$ cat src/logic/qcc_pkg.sv
/*
 * qcc_pkg: constants, timing counts, register map and phase type of the quad cell charge sequencer.
 * assumes a single 25 MHz clock; all times are derived from it here.
 */
package qcc_pkg;
  localparam int unsigned CLK_HZ      = 25_000_000;
  localparam int unsigned NCELL       = 4;
  localparam int unsigned MV_W        = 12;
  // timebase: one tick of 0.16 s, a slot is three ticks
  localparam int unsigned BLINK_MS    = 160;
  localparam int unsigned SLOT_MS     = 480;
  localparam int unsigned TICK_CYCLES = CLK_HZ / 1000 * BLINK_MS;
  localparam int unsigned SLOT_TICKS  = SLOT_MS / BLINK_MS;
  localparam logic [2:0]  BLINK_PH    = 3'h6;
  localparam logic [2:0]  LONG_ON_PH  = 3'h5;
  localparam logic [2:0]  MID_ON_PH   = 3'h3;
  // long periods counted in slots
  localparam int unsigned HOLDOFF_MIN = 4;
  localparam int unsigned FLAT_MIN    = 16;
  localparam int unsigned HALF_HR_MIN = 30;
  localparam int unsigned HOLDOFF_SLOTS = HOLDOFF_MIN * 60_000 / SLOT_MS;
  localparam int unsigned FLAT_SLOTS    = FLAT_MIN * 60_000 / SLOT_MS;
  localparam int unsigned HALF_HR_SLOTS = HALF_HR_MIN * 60_000 / SLOT_MS;
  localparam int unsigned CNT_W       = 11;
  localparam int unsigned TMR_W       = 17;
  // fast charge timeout in half hours, 0.5 h to 10 h
  localparam logic [4:0]  TO_MIN      = 5'h01;
  localparam logic [4:0]  TO_MAX      = 5'h14;
  localparam logic [4:0]  TO_RST      = 5'h04;
  // voltage limits in mV
  localparam logic [11:0] LOW_CELL_MV    = 12'h3e8;
  localparam logic [11:0] OPEN_LIMIT_MV  = 12'h672;
  localparam logic [11:0] LOADED_LIM_MV  = 12'h6d6;
  localparam logic [11:0] NEG_DELTA_MV   = 12'h002;
  localparam logic [11:0] IMP_MIN_MV     = 12'h020;
  localparam logic [11:0] IMP_MAX_MV     = 12'h190;
  localparam logic [11:0] IMP_RST_MV     = 12'h064;
  // register map
  localparam logic [7:0]  REG_CTRL    = 8'h00;
  localparam logic [7:0]  REG_IMP     = 8'h04;
  localparam logic [7:0]  REG_STAT    = 8'h08;
  localparam int unsigned CTRL_SUSP   = 0;
  localparam int unsigned CTRL_STYLE  = 1;
  localparam int unsigned CTRL_TO     = 8;
  localparam int unsigned STAT_SUSP   = 16;
  localparam logic [1:0]  STYLE_LOW   = 2'h0;
  localparam logic [1:0]  STYLE_FLOAT = 2'h1;
  localparam logic [1:0]  STYLE_HIGH  = 2'h2;
  localparam logic [1:0]  STYLE_RST   = 2'h0;

  typedef enum logic [2:0] {
    PH_PRESENCE, PH_QUALIFY, PH_PRE, PH_FAST, PH_TOPOFF, PH_MAINT, PH_FAULT
  } qcc_phase_e;
endpackage

$ cat src/logic/qcc_tb_if.sv
/*
 * qcc_tb_if: timebase strobes passed from the divider to the sequencer.
 * assumes both ends run on the same clock.
 */
`timescale 1ns/1ps
interface qcc_tb_if;
  logic       tick;
  logic       slot_stb;
  logic [1:0] slot_idx;
  logic [2:0] blink_ph;
  modport src (output tick, output slot_stb, output slot_idx, output blink_ph);
  modport snk (input tick, input slot_stb, input slot_idx, input blink_ph);
endinterface

$ cat src/logic/qcc_timebase.sv
/*
 * qcc_timebase: divides the clock into 0.16 s ticks, 0.48 s slots rotating over four cells,
 * and a six-tick blink phase.
 * assumes a synchronous active-high reset; never paused by suspend so slot timing stays put.
 */
`timescale 1ns/1ps
module qcc_timebase #(
  parameter int unsigned TICK_CYCLES = qcc_pkg::TICK_CYCLES
) (
  // clock and reset
  input  wire logic clk_i,
  input  wire logic rst_i,
  // strobes
  qcc_tb_if.src     tb
);
  import qcc_pkg::*;

  localparam int unsigned DW = $clog2(TICK_CYCLES + 1);

  logic [DW-1:0] div_ff;
  logic [1:0]    tick_cnt_ff;
  logic          tick_ff;
  logic          stb_ff;
  logic [1:0]    idx_ff;
  logic [2:0]    ph_ff;

  always_ff @(posedge clk_i) begin
    if (rst_i) begin
      div_ff  <= '0;
      tick_ff <= 1'b0;
    end else if (div_ff == DW'(TICK_CYCLES - 1)) begin
      div_ff  <= '0;
      tick_ff <= 1'b1;
    end else begin
      div_ff  <= div_ff + 1'b1;
      tick_ff <= 1'b0;
    end
  end

  // slot strobe marks the last cycle of a slot; index moves one cycle later
  always_ff @(posedge clk_i) begin
    if (rst_i) begin
      tick_cnt_ff <= 2'h0;
      stb_ff      <= 1'b0;
    end else begin
      stb_ff <= 1'b0;
      if (tick_ff) begin
        if (tick_cnt_ff == 2'(SLOT_TICKS - 1)) begin
          tick_cnt_ff <= 2'h0;
          stb_ff      <= 1'b1;
        end else begin
          tick_cnt_ff <= tick_cnt_ff + 2'h1;
        end
      end
    end
  end

  always_ff @(posedge clk_i) begin
    if (rst_i) begin
      idx_ff <= 2'h0;
    end else if (stb_ff) begin
      idx_ff <= idx_ff + 2'h1;
    end
  end

  always_ff @(posedge clk_i) begin
    if (rst_i) begin
      ph_ff <= 3'h0;
    end else if (tick_ff) begin
      ph_ff <= (ph_ff == BLINK_PH - 3'h1) ? 3'h0 : ph_ff + 3'h1;
    end
  end

  assign tb.tick     = tick_ff;
  assign tb.slot_stb = stb_ff;
  assign tb.slot_idx = idx_ff;
  assign tb.blink_ph = ph_ff;
endmodule // qcc_timebase

$ cat src/logic/qcc_charger.sv
/*
 * qcc_charger: four-slot cell charge sequencer with wishbone classic register slave.
 * assumes cell voltages arrive as mV codes from an outside converter, temperature as two
 * comparator levels per thermistor; all pins are asynchronous and pass two flip-flops.
 */
// What this block does
// - restart timer on fast/top-off entry; expiry moves fast
// - fast timeout 0.5-10 h; top-off half
// - top-off timer expiry enters maintenance
// - suspend floats switches, resets states and timers
// - fast charge starts only inside temperature window
// - stop temperature in fast enters maintenance
// - stop temperature in pre-charge enters fault
// - wait until resting voltage below open-circuit limit
// - low-cell threshold picks and ends pre-charge
// - loaded voltage checked every driven rotation in fast
// - loaded or resting overvoltage gives fault
// - loaded minus resting above impedance limit faults
// - after hold-off, resting sample every 16th own slot
// - keep maximum; 2 mV drop ends fast
// - maximum unchanged 16 minutes moves to top-off
// - pre-charge and top-off pulse one slot in four
// - maintenance pulses one slot in thirty-two
// - maintenance left only on removal, power, suspend
// - fast charge skips every 16th own slot
// - each cell sequences independently of others
// - indicator follows own cell, low or released
// - style select picks one of three blink tables
// - slots of 0.48 s, rotation 1.92 s
// - removal resets only that cell to presence
`timescale 1ns/1ps
module qcc_charger #(
  parameter int unsigned TICK_CYCLES = qcc_pkg::TICK_CYCLES
) (
  // clock and reset
  input  wire logic                                       clk_i,
  input  wire logic                                       rst_i,
  // wishbone classic slave
  input  wire logic                                       wb_cyc_i,
  input  wire logic                                       wb_stb_i,
  input  wire logic                                       wb_we_i,
  input  wire logic [7:0]                                 wb_adr_i,
  input  wire logic [3:0]                                 wb_sel_i,
  input  wire logic [31:0]                                wb_dat_i,
  output logic      [31:0]                                wb_dat_o,
  output logic                                            wb_ack_o,
  // cell sense and temperature
  input  wire logic [qcc_pkg::NCELL-1:0]                  cell_present_i,
  input  wire logic [qcc_pkg::NCELL*qcc_pkg::MV_W-1:0]    cell_sense_input_i,
  input  wire logic [1:0]                                 temperature_ok_i,
  input  wire logic [1:0]                                 temperature_stop_i,
  // open-drain pins, enable low while pulling low
  output logic      [qcc_pkg::NCELL-1:0]                  charge_switch_n_o,
  output logic      [qcc_pkg::NCELL-1:0]                  charge_switch_n_oe_n_o,
  output logic      [qcc_pkg::NCELL-1:0]                  status_indicator_n_o,
  output logic      [qcc_pkg::NCELL-1:0]                  status_indicator_n_oe_n_o
);
  import qcc_pkg::*;

  function automatic logic [TMR_W-1:0] timer_limit(input logic [4:0] to, input logic topoff);
    logic [TMR_W-1:0] full;
    full = TMR_W'(to) * TMR_W'(HALF_HR_SLOTS);
    return topoff ? (full >> 1) : full;
  endfunction

  function automatic logic pulse_ok(input qcc_phase_e ph, input logic [4:0] cnt);
    case (ph)
      PH_FAST:           return cnt[3:0] != 4'hf;
      PH_PRE, PH_TOPOFF: return cnt[1:0] == 2'h0;
      PH_MAINT:          return cnt == 5'h00;
      default:           return 1'b0;
    endcase
  endfunction

  qcc_tb_if tb ();

  qcc_timebase #(.TICK_CYCLES(TICK_CYCLES)) u_tb (
    .clk_i (clk_i),
    .rst_i (rst_i),
    .tb    (tb.src)
  );

  // pin synchronisers
  logic [NCELL-1:0]       pres_m_ff, pres_s_ff;
  logic [NCELL*MV_W-1:0]  mv_m_ff, mv_s_ff;
  logic [1:0]             tok_m_ff, tok_s_ff, tstop_m_ff, tstop_s_ff;

  always_ff @(posedge clk_i) begin
    if (rst_i) begin
      {pres_m_ff, mv_m_ff, tok_m_ff, tstop_m_ff} <= '0;
      {pres_s_ff, mv_s_ff, tok_s_ff, tstop_s_ff} <= '0;
    end else begin
      {pres_m_ff, mv_m_ff, tok_m_ff, tstop_m_ff} <= {cell_present_i, cell_sense_input_i,
                                                     temperature_ok_i, temperature_stop_i};
      {pres_s_ff, mv_s_ff, tok_s_ff, tstop_s_ff} <= {pres_m_ff, mv_m_ff, tok_m_ff, tstop_m_ff};
    end
  end

  // registers
  logic        susp_ff;
  logic [1:0]  style_ff;
  logic [4:0]  to_ff;
  logic [11:0] imp_ff;
  logic        ack_ff;
  logic [31:0] dat_ff;
  logic        wr_now;
  logic [4:0]  wr_to;
  logic [11:0] wr_imp;

  qcc_phase_e             phase_ff [NCELL];
  qcc_phase_e             nxt_phase [NCELL];
  logic [NCELL-1:0]       restart;
  logic [4:0]             own_cnt_ff [NCELL];
  logic [TMR_W-1:0]       tmr_ff [NCELL];
  logic [CNT_W-1:0]       hold_ff [NCELL];
  logic [CNT_W-1:0]       flat_ff [NCELL];
  logic [11:0]            vmax_ff [NCELL];
  logic [11:0]            von_ff [NCELL];
  logic [NCELL-1:0]       own_end;
  logic [NCELL-1:0]       new_max;

  assign wr_now = wb_cyc_i & wb_stb_i & wb_we_i & ack_ff;
  assign wr_to  = wb_dat_i[CTRL_TO +: 5];
  assign wr_imp = wb_dat_i[11:0];

  always_ff @(posedge clk_i) begin
    if (rst_i) begin
      ack_ff <= 1'b0;
    end else begin
      ack_ff <= wb_cyc_i & wb_stb_i & ~ack_ff;
    end
  end

  always_ff @(posedge clk_i) begin
    if (rst_i) begin
      susp_ff  <= 1'b0;
      style_ff <= STYLE_RST;
      to_ff    <= TO_RST;
    end else if (wr_now && wb_adr_i == REG_CTRL) begin
      if (wb_sel_i[0]) begin
        susp_ff  <= wb_dat_i[CTRL_SUSP];
        style_ff <= (wb_dat_i[CTRL_STYLE +: 2] > STYLE_HIGH) ? STYLE_HIGH : wb_dat_i[CTRL_STYLE +: 2];
      end
      if (wb_sel_i[1]) begin
        to_ff <= (wr_to < TO_MIN) ? TO_MIN : (wr_to > TO_MAX) ? TO_MAX : wr_to;
      end
    end
  end

  always_ff @(posedge clk_i) begin
    if (rst_i) begin
      imp_ff <= IMP_RST_MV;
    end else if (wr_now && wb_adr_i == REG_IMP && wb_sel_i[1:0] == 2'h3) begin
      imp_ff <= (wr_imp < IMP_MIN_MV) ? IMP_MIN_MV : (wr_imp > IMP_MAX_MV) ? IMP_MAX_MV : wr_imp;
    end
  end

  always_ff @(posedge clk_i) begin
    if (rst_i) begin
      dat_ff <= 32'h0000_0000;
    end else if (wb_cyc_i && wb_stb_i && !ack_ff) begin
      case (wb_adr_i)
        REG_CTRL: dat_ff <= {19'h0, to_ff, 5'h00, style_ff, susp_ff};
        REG_IMP:  dat_ff <= {20'h0, imp_ff};
        REG_STAT: dat_ff <= {15'h0, susp_ff, 4'h0, phase_ff[3], phase_ff[2], phase_ff[1], phase_ff[0]};
        default:  dat_ff <= 32'h0000_0000;
      endcase
    end
  end

  assign wb_ack_o = ack_ff;
  assign wb_dat_o = dat_ff;

  // per-cell phase decisions
  always_comb begin
    logic [11:0] v;
    logic        tok;
    logic        tstop;
    logic        expired;
    v       = 12'h000;
    tok     = 1'b0;
    tstop   = 1'b0;
    expired = 1'b0;
    for (int c = 0; c < NCELL; c++) begin
      v            = mv_s_ff[c*MV_W +: MV_W];
      tok          = tok_s_ff[c/2];
      tstop        = tstop_s_ff[c/2];
      own_end[c]   = tb.slot_stb && (tb.slot_idx == 2'(c));
      expired      = tmr_ff[c] >= timer_limit(to_ff, phase_ff[c] == PH_TOPOFF);
      nxt_phase[c] = phase_ff[c];
      restart[c]   = 1'b0;
      new_max[c]   = 1'b0;
      case (phase_ff[c])
        PH_PRESENCE: begin
          if (pres_s_ff[c]) begin
            nxt_phase[c] = PH_QUALIFY;
          end
        end
        PH_QUALIFY: begin
          if (v < OPEN_LIMIT_MV) begin
            if (v < LOW_CELL_MV) begin
              nxt_phase[c] = PH_PRE;
            end else if (tok) begin
              nxt_phase[c] = PH_FAST;
              restart[c]   = 1'b1;
            end
          end
        end
        PH_PRE: begin
          if (tstop) begin
            nxt_phase[c] = PH_FAULT;
          end else if (own_end[c] && v >= LOW_CELL_MV && tok) begin
            nxt_phase[c] = PH_FAST;
            restart[c]   = 1'b1;
          end
        end
        PH_FAST: begin
          if (tstop) begin
            nxt_phase[c] = PH_MAINT;
          end else if (expired) begin
            nxt_phase[c] = PH_TOPOFF;
            restart[c]   = 1'b1;
          end else if (flat_ff[c] >= CNT_W'(FLAT_SLOTS)) begin
            nxt_phase[c] = PH_TOPOFF;
            restart[c]   = 1'b1;
          end else if (own_end[c]) begin
            if (pulse_ok(phase_ff[c], own_cnt_ff[c])) begin
              if (v > LOADED_LIM_MV) begin
                nxt_phase[c] = PH_FAULT;
              end
            end else if (v > OPEN_LIMIT_MV) begin
              nxt_phase[c] = PH_FAULT;
            end else if (von_ff[c] > v && (von_ff[c] - v) > imp_ff) begin
              nxt_phase[c] = PH_FAULT;
            end else if (hold_ff[c] >= CNT_W'(HOLDOFF_SLOTS)) begin
              if (v > vmax_ff[c]) begin
                new_max[c] = 1'b1;
              end else if (vmax_ff[c] - v >= NEG_DELTA_MV) begin
                nxt_phase[c] = PH_TOPOFF;
                restart[c]   = 1'b1;
              end
            end
          end
        end
        PH_TOPOFF: begin
          if (expired) begin
            nxt_phase[c] = PH_MAINT;
          end
        end
        PH_MAINT: nxt_phase[c] = PH_MAINT;
        PH_FAULT: nxt_phase[c] = PH_FAULT;
        default:  nxt_phase[c] = PH_PRESENCE;
      endcase
      if (!pres_s_ff[c] || susp_ff) begin
        nxt_phase[c] = PH_PRESENCE;
        restart[c]   = 1'b0;
        new_max[c]   = 1'b0;
      end
    end
  end

  always_ff @(posedge clk_i) begin
    for (int c = 0; c < NCELL; c++) begin
      if (rst_i) begin
        phase_ff[c] <= PH_PRESENCE;
      end else begin
        phase_ff[c] <= nxt_phase[c];
      end
    end
  end

  // own-slot counter drives duty ratios
  always_ff @(posedge clk_i) begin
    for (int c = 0; c < NCELL; c++) begin
      if (rst_i || phase_ff[c] == PH_PRESENCE) begin
        own_cnt_ff[c] <= 5'h00;
      end else if (own_end[c]) begin
        own_cnt_ff[c] <= own_cnt_ff[c] + 5'h01;
      end
    end
  end

  // charge timer counts slots in fast and top-off, frozen and cleared in suspend
  always_ff @(posedge clk_i) begin
    for (int c = 0; c < NCELL; c++) begin
      if (rst_i || restart[c] || susp_ff) begin
        tmr_ff[c] <= '0;
      end else if (tb.slot_stb && (phase_ff[c] == PH_FAST || phase_ff[c] == PH_TOPOFF)
                   && tmr_ff[c] != '1) begin
        tmr_ff[c] <= tmr_ff[c] + 1'b1;
      end
    end
  end

  // hold-off and flat counters, stored maximum and last loaded voltage
  always_ff @(posedge clk_i) begin
    for (int c = 0; c < NCELL; c++) begin
      if (rst_i || phase_ff[c] != PH_FAST) begin
        hold_ff[c] <= '0;
        flat_ff[c] <= '0;
        vmax_ff[c] <= 12'h000;
      end else if (new_max[c]) begin
        vmax_ff[c] <= mv_s_ff[c*MV_W +: MV_W];
        flat_ff[c] <= '0;
      end else if (tb.slot_stb) begin
        if (hold_ff[c] < CNT_W'(HOLDOFF_SLOTS)) begin
          hold_ff[c] <= hold_ff[c] + 1'b1;
        end else if (flat_ff[c] < CNT_W'(FLAT_SLOTS)) begin
          flat_ff[c] <= flat_ff[c] + 1'b1;
        end
      end
    end
  end

  always_ff @(posedge clk_i) begin
    for (int c = 0; c < NCELL; c++) begin
      if (rst_i || phase_ff[c] == PH_PRESENCE) begin
        von_ff[c] <= 12'h000;
      end else if (own_end[c] && phase_ff[c] == PH_FAST && pulse_ok(phase_ff[c], own_cnt_ff[c])) begin
        von_ff[c] <= mv_s_ff[c*MV_W +: MV_W];
      end
    end
  end

  // charge switches: one cell per slot, duty by phase
  always_ff @(posedge clk_i) begin
    for (int c = 0; c < NCELL; c++) begin
      if (rst_i || susp_ff) begin
        charge_switch_n_o[c]      <= 1'b0;
        charge_switch_n_oe_n_o[c] <= 1'b1;
      end else begin
        charge_switch_n_oe_n_o[c] <= ~(tb.slot_idx == 2'(c) && !tb.slot_stb
                                       && pulse_ok(phase_ff[c], own_cnt_ff[c]));
      end
    end
  end

  // indicators
  logic [NCELL-1:0] ind_on;

  always_comb begin
    for (int c = 0; c < NCELL; c++) begin
      case (phase_ff[c])
        PH_PRE, PH_FAST, PH_TOPOFF: ind_on[c] = (style_ff == STYLE_HIGH) ? (tb.blink_ph < LONG_ON_PH) : 1'b1;
        PH_MAINT: ind_on[c] = (style_ff == STYLE_LOW) ? (tb.blink_ph < LONG_ON_PH) : (style_ff == STYLE_HIGH);
        PH_FAULT: ind_on[c] = (style_ff == STYLE_LOW) ? (tb.blink_ph < MID_ON_PH) : ~tb.blink_ph[0];
        default:  ind_on[c] = 1'b0;
      endcase
    end
  end

  always_ff @(posedge clk_i) begin
    if (rst_i) begin
      status_indicator_n_o      <= '0;
      status_indicator_n_oe_n_o <= '1;
    end else begin
      status_indicator_n_oe_n_o <= ~ind_on;
    end
  end
endmodule // qcc_charger

$ cat config.mk
export PLATFORM = sky130hd
export DESIGN_NAME = qcc_charger
export DESIGN_NICKNAME = d
export VERILOG_FILES = /design/src/logic/qcc_pkg.sv /design/src/logic/qcc_tb_if.sv /design/src/logic/qcc_timebase.sv /design/src/logic/qcc_charger.sv
export SDC_FILE = /design/constraint.sdc
export NUM_CORES = 1
export LEC_CHECK = 0
export BUFFER_PORTS_ARGS = -buffer_cell sky130_fd_sc_hd__buf_2
export CORE_MARGIN = 3
export CORE_UTILIZATION = 30
export DETAILED_ROUTE_END_ITERATION = 8
export GPL_ROUTABILITY_DRIVEN = 1
export PLACE_DENSITY = 0.54
export SETUP_SLACK_MARGIN = 0.2
export SLEW_MARGIN = 0
export SYNTH_ARGS = -nofsm -noshare
export SYNTH_HDL_FRONTEND = slang
export SYNTH_SLANG_ARGS = --single-unit
$ cat constraint.sdc
create_clock -name clk_i -period 10.34 [get_ports clk_i]
set_clock_uncertainty 0.1 [all_clocks]
set_input_delay 0 -clock clk_i [delete_from_list [all_inputs] [get_ports clk_i]]
set_output_delay 0 -clock clk_i [all_outputs]
set_load 0.02 [all_outputs]
# Word-level counts from Yosys, hierarchy flattened
# Memories as Yosys holds them, arrays and structs flattened.
# Index checks and enable logic that the tools add are counted.
# word_totals
romBits	0
ramBits	284
ff_bits	204
latch_bits	0
output_inout_bits	49
in_bits	105
n_memories	7
# classes
shifts	0
order_cmp	63
reduce_logical	103
add_sub_neg	28
n_div	0
n_eq_ne	46
bitwise_logic	44
n_mul	1
mux	394
# mem_list
name	depth	width	rd	rd_ports_with_merged_regs	write_ports	line_no	rtl
tmr_ff	4	17	4	0	4	qcc_charger.sv:114	logic [TMR_W-1:0] tmr_ff [NCELL];
vmax_ff	4	12	4	0	4	qcc_charger.sv:117	logic [11:0] vmax_ff [NCELL];
von_ff	4	12	4	0	4	qcc_charger.sv:118	logic [11:0] von_ff [NCELL];
flat_ff	4	11	4	0	4	qcc_charger.sv:116	logic [CNT_W-1:0] flat_ff [NCELL];
hold_ff	4	11	4	0	4	qcc_charger.sv:115	logic [CNT_W-1:0] hold_ff [NCELL];
own_cnt_ff	4	5	4	0	4	qcc_charger.sv:113	logic [4:0] own_cnt_ff [NCELL];
+1 memories	n/a	n/a	n/a	n/a	n/a	n/a	
# ops
op	count
2-to-1 mux 1 bit	258
2-to-1 mux 3 bit	81
> comparator 12 bit	12
2-to-1 mux 17 bit	8
2-to-1 mux 11 bit	12
2-to-1 mux 12 bit	10
> comparator 12 x 11 -> 1 bit (second input constant)	8
subtractor 12 bit	8
adder 11 x 1 -> 11 bit (second input constant)	8
one-hot mux 3 bit (7 select lines)	4
adder 17 x 1 -> 17 bit (second input constant)	4
>= comparator 17 bit	4
inequality test 17 bit (second input constant)	4
one-hot mux 17 bit (3 select lines)	1
>= comparator 12 x 10 -> 1 bit (second input constant)	4
>= comparator 12 x 2 -> 1 bit (second input constant)	4
less-than comparator 12 x 10 -> 1 bit (second input constant)	4
less-than comparator 12 x 11 -> 1 bit (second input constant)	4
logical AND 1 bit	45
>= comparator 11 bit (second input constant)	4
>= comparator 11 x 9 -> 1 bit (second input constant)	4
less-than comparator 11 bit (second input constant)	4
less-than comparator 11 x 9 -> 1 bit (second input constant)	4
equality test 3 bit (second input constant)	13
other kinds (37)	167

# Depth between registers and ports, before layout
# An unclocked memory read counts as a cell.
# logic_depth
depth_word	20
mapped_depth	26
mapped_depth_nobuf	25

# By module
# A second synthesis with hierarchy kept.
# hier_totals
hier_cells	3208
area_unflattened_um2	29995.0
# modules_own_cells
module	area_each_um2	n_inst	cells_each
qcc_charger	28622.5	1	3055
qcc_timebase	1372.6	1	153

# Worst setup path before layout
# Ideal clock, no wire load.
# synth_timing
path_type	register -> register
startpoint	reg to_ff[3]
endpoint	mem flat_ff[1][0], enable pin
slack_ps	3794
n_path_buf	0
period_less_slack_ps	6546
arrival_ps	6093
required_ps	9887
setup_ps	353
path_stages_with_launch	24
path_cell_list	dfxtp_1 -> inv_1 -> ha_1 -> inv_1 -> ha_1 -> ha_1 -> ha_1 -> a21o_1 -> a21oi_1 -> o21bai_1 -> a31o_2 -> a211o_1 -> a21oi_1 -> xnor2_1 -> mux2i_1 -> ha_1 -> a21o_1 -> a21o_1 -> a21oi_1 -> o221ai_1 -> nor2_1 -> nand2_1 -> o31ai_1 -> nand2b_1
# synth_lines
item	line_no	rtl
start, declared	qcc_charger.sv:102	logic [4:0] to_ff;
start signal, assigned	qcc_charger.sv:145	to_ff <= (wr_to < TO_MIN) ? TO_MIN : (wr_to > TO_MAX) ? TO_MAX : wr_to;
end, declared	qcc_charger.sv:116	

==> reports/summary.json <==
{
  "dieArea": {"value": 104000, "unit": "um2"},
  "slew_headroom": {"value": 0.209},
  "post_synth_main_area_contributors": {"value": "edfxtp_1 (27%), dfxtp_1 (13%), ha_1 (12%)"},
  "hold-worst-slack": {"value": 0.0351, "unit": "ns"},
  "cts-htree-levels": {"value": 2},
  "post_drt_via_cell_ratio": {"value": 5.04},
  "tightestPinTransition": {"value": 1.18, "unit": "ns"},
  "overflow": {"value": 0},
  "drt-initial-drc-count": {"value": 1492},
  "most_frequently_used_flop_master_after_synthesis": {"value": "edfxtp_1"},
  "post_synth_most_frequent_cells": {"value": "nor2_1 (424), ha_1 (296), edfxtp_1 (272)"},
  "final-seq-area": {"value": 12100, "unit": "um2"},
  "synthMostInstantiatedCell": {"value": "nor2_1"},
  "fp.coreArea": {"value": 99000, "unit": "um2"},
  "layout-drive-gt1-share": {"value": 0.0758},
  "wirelength_met1": {"value": 39400, "unit": "um"},
  "dpl.hpwl": {"value": 59700, "unit": "um"},
  "syn2layout_area_growth": {"value": 16.1, "unit": "%"},
  "startpoint": {"value": "to_ff[3]$_SDFFE_PP0P_"},
  "grt_pass1_wl": {"value": 128000, "unit": "um"},
  "asyncSetResetFlopFracSynth": {"value": 0},
  "rows": {"value": 115},
  "wl_met2": {"value": 34100, "unit": "um"},
  "yosysUniqueCellTypes": {"value": 84},
  "root_buffer": {"value": "clkbuf_16"},
  "pin_count_of_the_biggest_net_entering_global_routing": {"value": 84},
  "fillCellCount": {"value": 10152},
  "area_of_the_multi_input_gates": {"value": 16900, "unit": "um2"},
  "drv.max_cap_violation_count": {"value": 0},
  "fin_worst_setup_slack": {"value": 2.68, "unit": "ns"},
  "pre_cts_slack": {"value": 2.68, "unit": "ns"},
  "ir_drop": {"value": 0.111, "unit": "mV"},
  "via_count_of_the_first_global_routing_pass": {"value": 23375},
  "top_layer_used": {"value": "met4"},
  "netlist.top_cell.by_area": {"value": "edfxtp_1"},
  "port_buffers": {"value": 106},
  "worstSetupPathType": {"value": "reg -> reg"},
  "run_status": {"value": "finished, final reports clean"},
  "final-max-slew-violation-count": {"value": 0},
  "top_ports": {"value": 154},
  "timing.final.crit_share": {"value": 0.741},
  "detail_route.wirelength": {"value": 80400, "unit": "um"},
  "drt.antenna.violating_nets": {"value": 0},
  "setup_tns": {"value": 0, "unit": "ns"},
  "cts_sinks": {"value": 470},
  "hold_class": {"value": "in -> reg"},
  "antenna_found_initial": {"value": 2},
  "setup.worst_path.start_class": {"value": "flip-flop"},
  "initial_utilization": {"value": 0.305},
  "dr_wl_met3": {"value": 4910, "unit": "um"},
  "crit_fanout": {"value": 13},
  "post_synth_inst_count": {"value": 3253},
  "die_w": {"value": 323, "unit": "um"},
  "cts.path.max_buffers": {"value": 3},
  "wl_per_cell": {"value": 16.8, "unit": "um"},
  "synth_enable_flop_cells": {"value": 272},
  "yosysSeqAreaShare": {"value": 0.402},
  "insertion_delay": {"value": 0.62, "unit": "ns"},
  "cts_tree": {"value": "done"},
  "finalSetupViolCount": {"value": 0},
  "num_vias": {"value": 24191},
  "synth.ff_latch_count": {"value": 470},
  "setup_repair_after_global_routing_missed_its_margin": {"value": "false"},
  "drc": {"value": 0},
  "finalWeightedCongestion": {"value": 0.854},
  "cts_made_buffers": {"value": 54},
  "post_synth.cell_area_avg": {"value": 9.27, "unit": "um2"},
  "nNetsFinal": {"value": 3876},
  "synth_top_area_share": {"value": 0.271},
  "clkSlewWorstSetupHoldPaths": {"value": 0.06, "unit": "ns"},
  "timing.critical_path.to_type": {"value": "flip-flop"},
  "final_period_minus_worst_setup_slack": {"value": 7.66, "unit": "ns"},
  "finalHoldViolations": {"value": 0},
  "detailedRoute.firstPassIterationCount": {"value": 5},
  "vert_die_dim": {"value": 323, "unit": "um"},
  "r2r_start": {"value": "to_ff[3]$_SDFFE_PP0P_"},
  "total_of_cells_resized_after_clock_tree_synthesis": {"value": 0},
  "timing.hold.worst.start": {"value": "cell_sense_input_i[44]"},
  "synthesis.yosys.warnings": {"value": 0},
  "power_per_cell_area": {"value": 127, "unit": "nW/um2"},
  "r2r_cells": {"value": 23},
  "worstHoldPathCells": {"value": 3},
  "critical_path_required": {"value": 10.53, "unit": "ns"},
  "timing.critical_path.arrival": {"value": 7.85, "unit": "ns"},
  "fmax": {"value": 131, "unit": "MHz"},
  "leakage": {"value": 14.1, "unit": "nW"},
  "all_layer_global_routing_usage": {"value": 0.153},
  "synth_area": {"value": 30200, "unit": "um2"}
}
[cell families after synthesis]
group | synth area share
muxes | 0.0177
adders and majority gates | 0.131
and+or+nand+nor | 0.213
AOI/OAI and AO/OA | 0.130
buffers and inverters | 0.0411
DFF | 0.402
xor gates and xnor gates | 0.0653
other | 0.000124
[cells in the final DEF, fill, tap and decap left out, types with 18 or more instances in the layout]
master           n
a211oi_1        25
a21o_1          51
a21oi_1        191
a22oi_1         18
a31oi_1         27
and2_1          34
and3_1         101
buf_2          105
buf_4           29
clkbuf_16       63
conb_1          38
dfxtp_1        198
dlygate4sd3_1  100
edfxtp_1       272
ha_1           296
inv_1          174
mux2i_1         50
nand2_1        171
nand2b_1        26
nand3_1        131
nand4_1         56
nor2_1         424
nor2b_1        147
nor3_1          65
nor4_1          52
o21a_1          21
o21ai_0        116
or2_2           22
xnor2_1        129
xor2_1          96
[through the flow]
stage	instance area, um2	power [mW]	utilization	cells
floorplan	30300	2.35	-	3290
global placement	32100	2.44	0.324	4593
detailed placement	32100	2.45	0.324	4593
CTS	35000	4.52	0.354	4794
global route	35000	4.65	0.354	4794
finish	35000	4.46	0.354	4796
[cell type report]
cell class	count	share of cell area
Antenna cell	2	0.000143
Clock buffer	69	0.0465
Clock inverter	32	0.00758
Inverter	179	0.0192
Multi-Input combinational cell	2522	0.484
Sequential cell	470	0.346
Tap cell	1287	0.0460
Timing Repair Buffer	235	0.0502
[worst max-delay path, stage by stage (launching register included)]
cell      delay [ns]
dfxtp_1         0.57
inv_1           0.15
ha_1            0.30
inv_1           0.05
ha_1            0.28
ha_1            0.28
ha_1            0.35
a21o_1          0.20
a21oi_1         0.21
o21bai_1        0.12
a31o_2          0.27
a211o_1         0.26
a21oi_1         0.44
xnor2_1         0.33
mux2i_1         0.17
ha_1            0.32
a21o_1          0.16
a21o_1          0.17
a21oi_1         0.15
o211ai_1        0.22
or3b_2          0.55
or4_1           0.74
nand2_1         0.54
or2_2           0.39
[power breakdown]
part,switching (mW),internal [mW],leakage [nW]
Sequential,0.0351,2.00,4.73
Clock,0.825,1.19,0.940
Combinational,0.221,0.183,8.40
Total,1.08,3.37,14.1
[state kept, by name (all words and copies together) (netlist names), 3 cells and up]
name and cells:
flat_ff 44, von_ff 48, tmr_ff 68, vmax_ff 48
phase_ff 12, hold_ff 44, to_ff 5, wb_dat_o 14
pres_s_ff 4, pres_m_ff 4, charge_switch_n_oe_n_o 4, mv_m_ff 48
mv_s_ff 48, u_tb.tb.blink_ph 3, own_cnt_ff 20, imp_ff 12
u_tb.div_ff 22, status_indicator_n_oe_n_o 4
[layer usage]
metal / track usage / vias up
met2: 0.237 / 530
met4: 0.0410 / 0
met1: 0.219 / 11469
met3: 0.0287 / 124
met5: 0 / -
li1: - / 12068
[worst paths after layout]
path,endpoint,slack [ns]
worst max-delay path,flat_ff[0][9]$_SDFFCE_PN0P_,2.68
worst min-delay path,mv_m_ff[44]$_SDFF_PP0_,0.04
worst max register to register,flat_ff[0][9]$_SDFFCE_PN0P_,2.68
worst min register to register,mv_s_ff[1]$_SDFF_PP0_,0.33
[what timing repair did]
item / CTS / global route
buffers inserted: 0 / 0
hold endpoints to repair: 100 / 0
setup endpoints to repair: 0 / 0
hold buffers: 100 / 0
(Power assumes the default switching activity.)
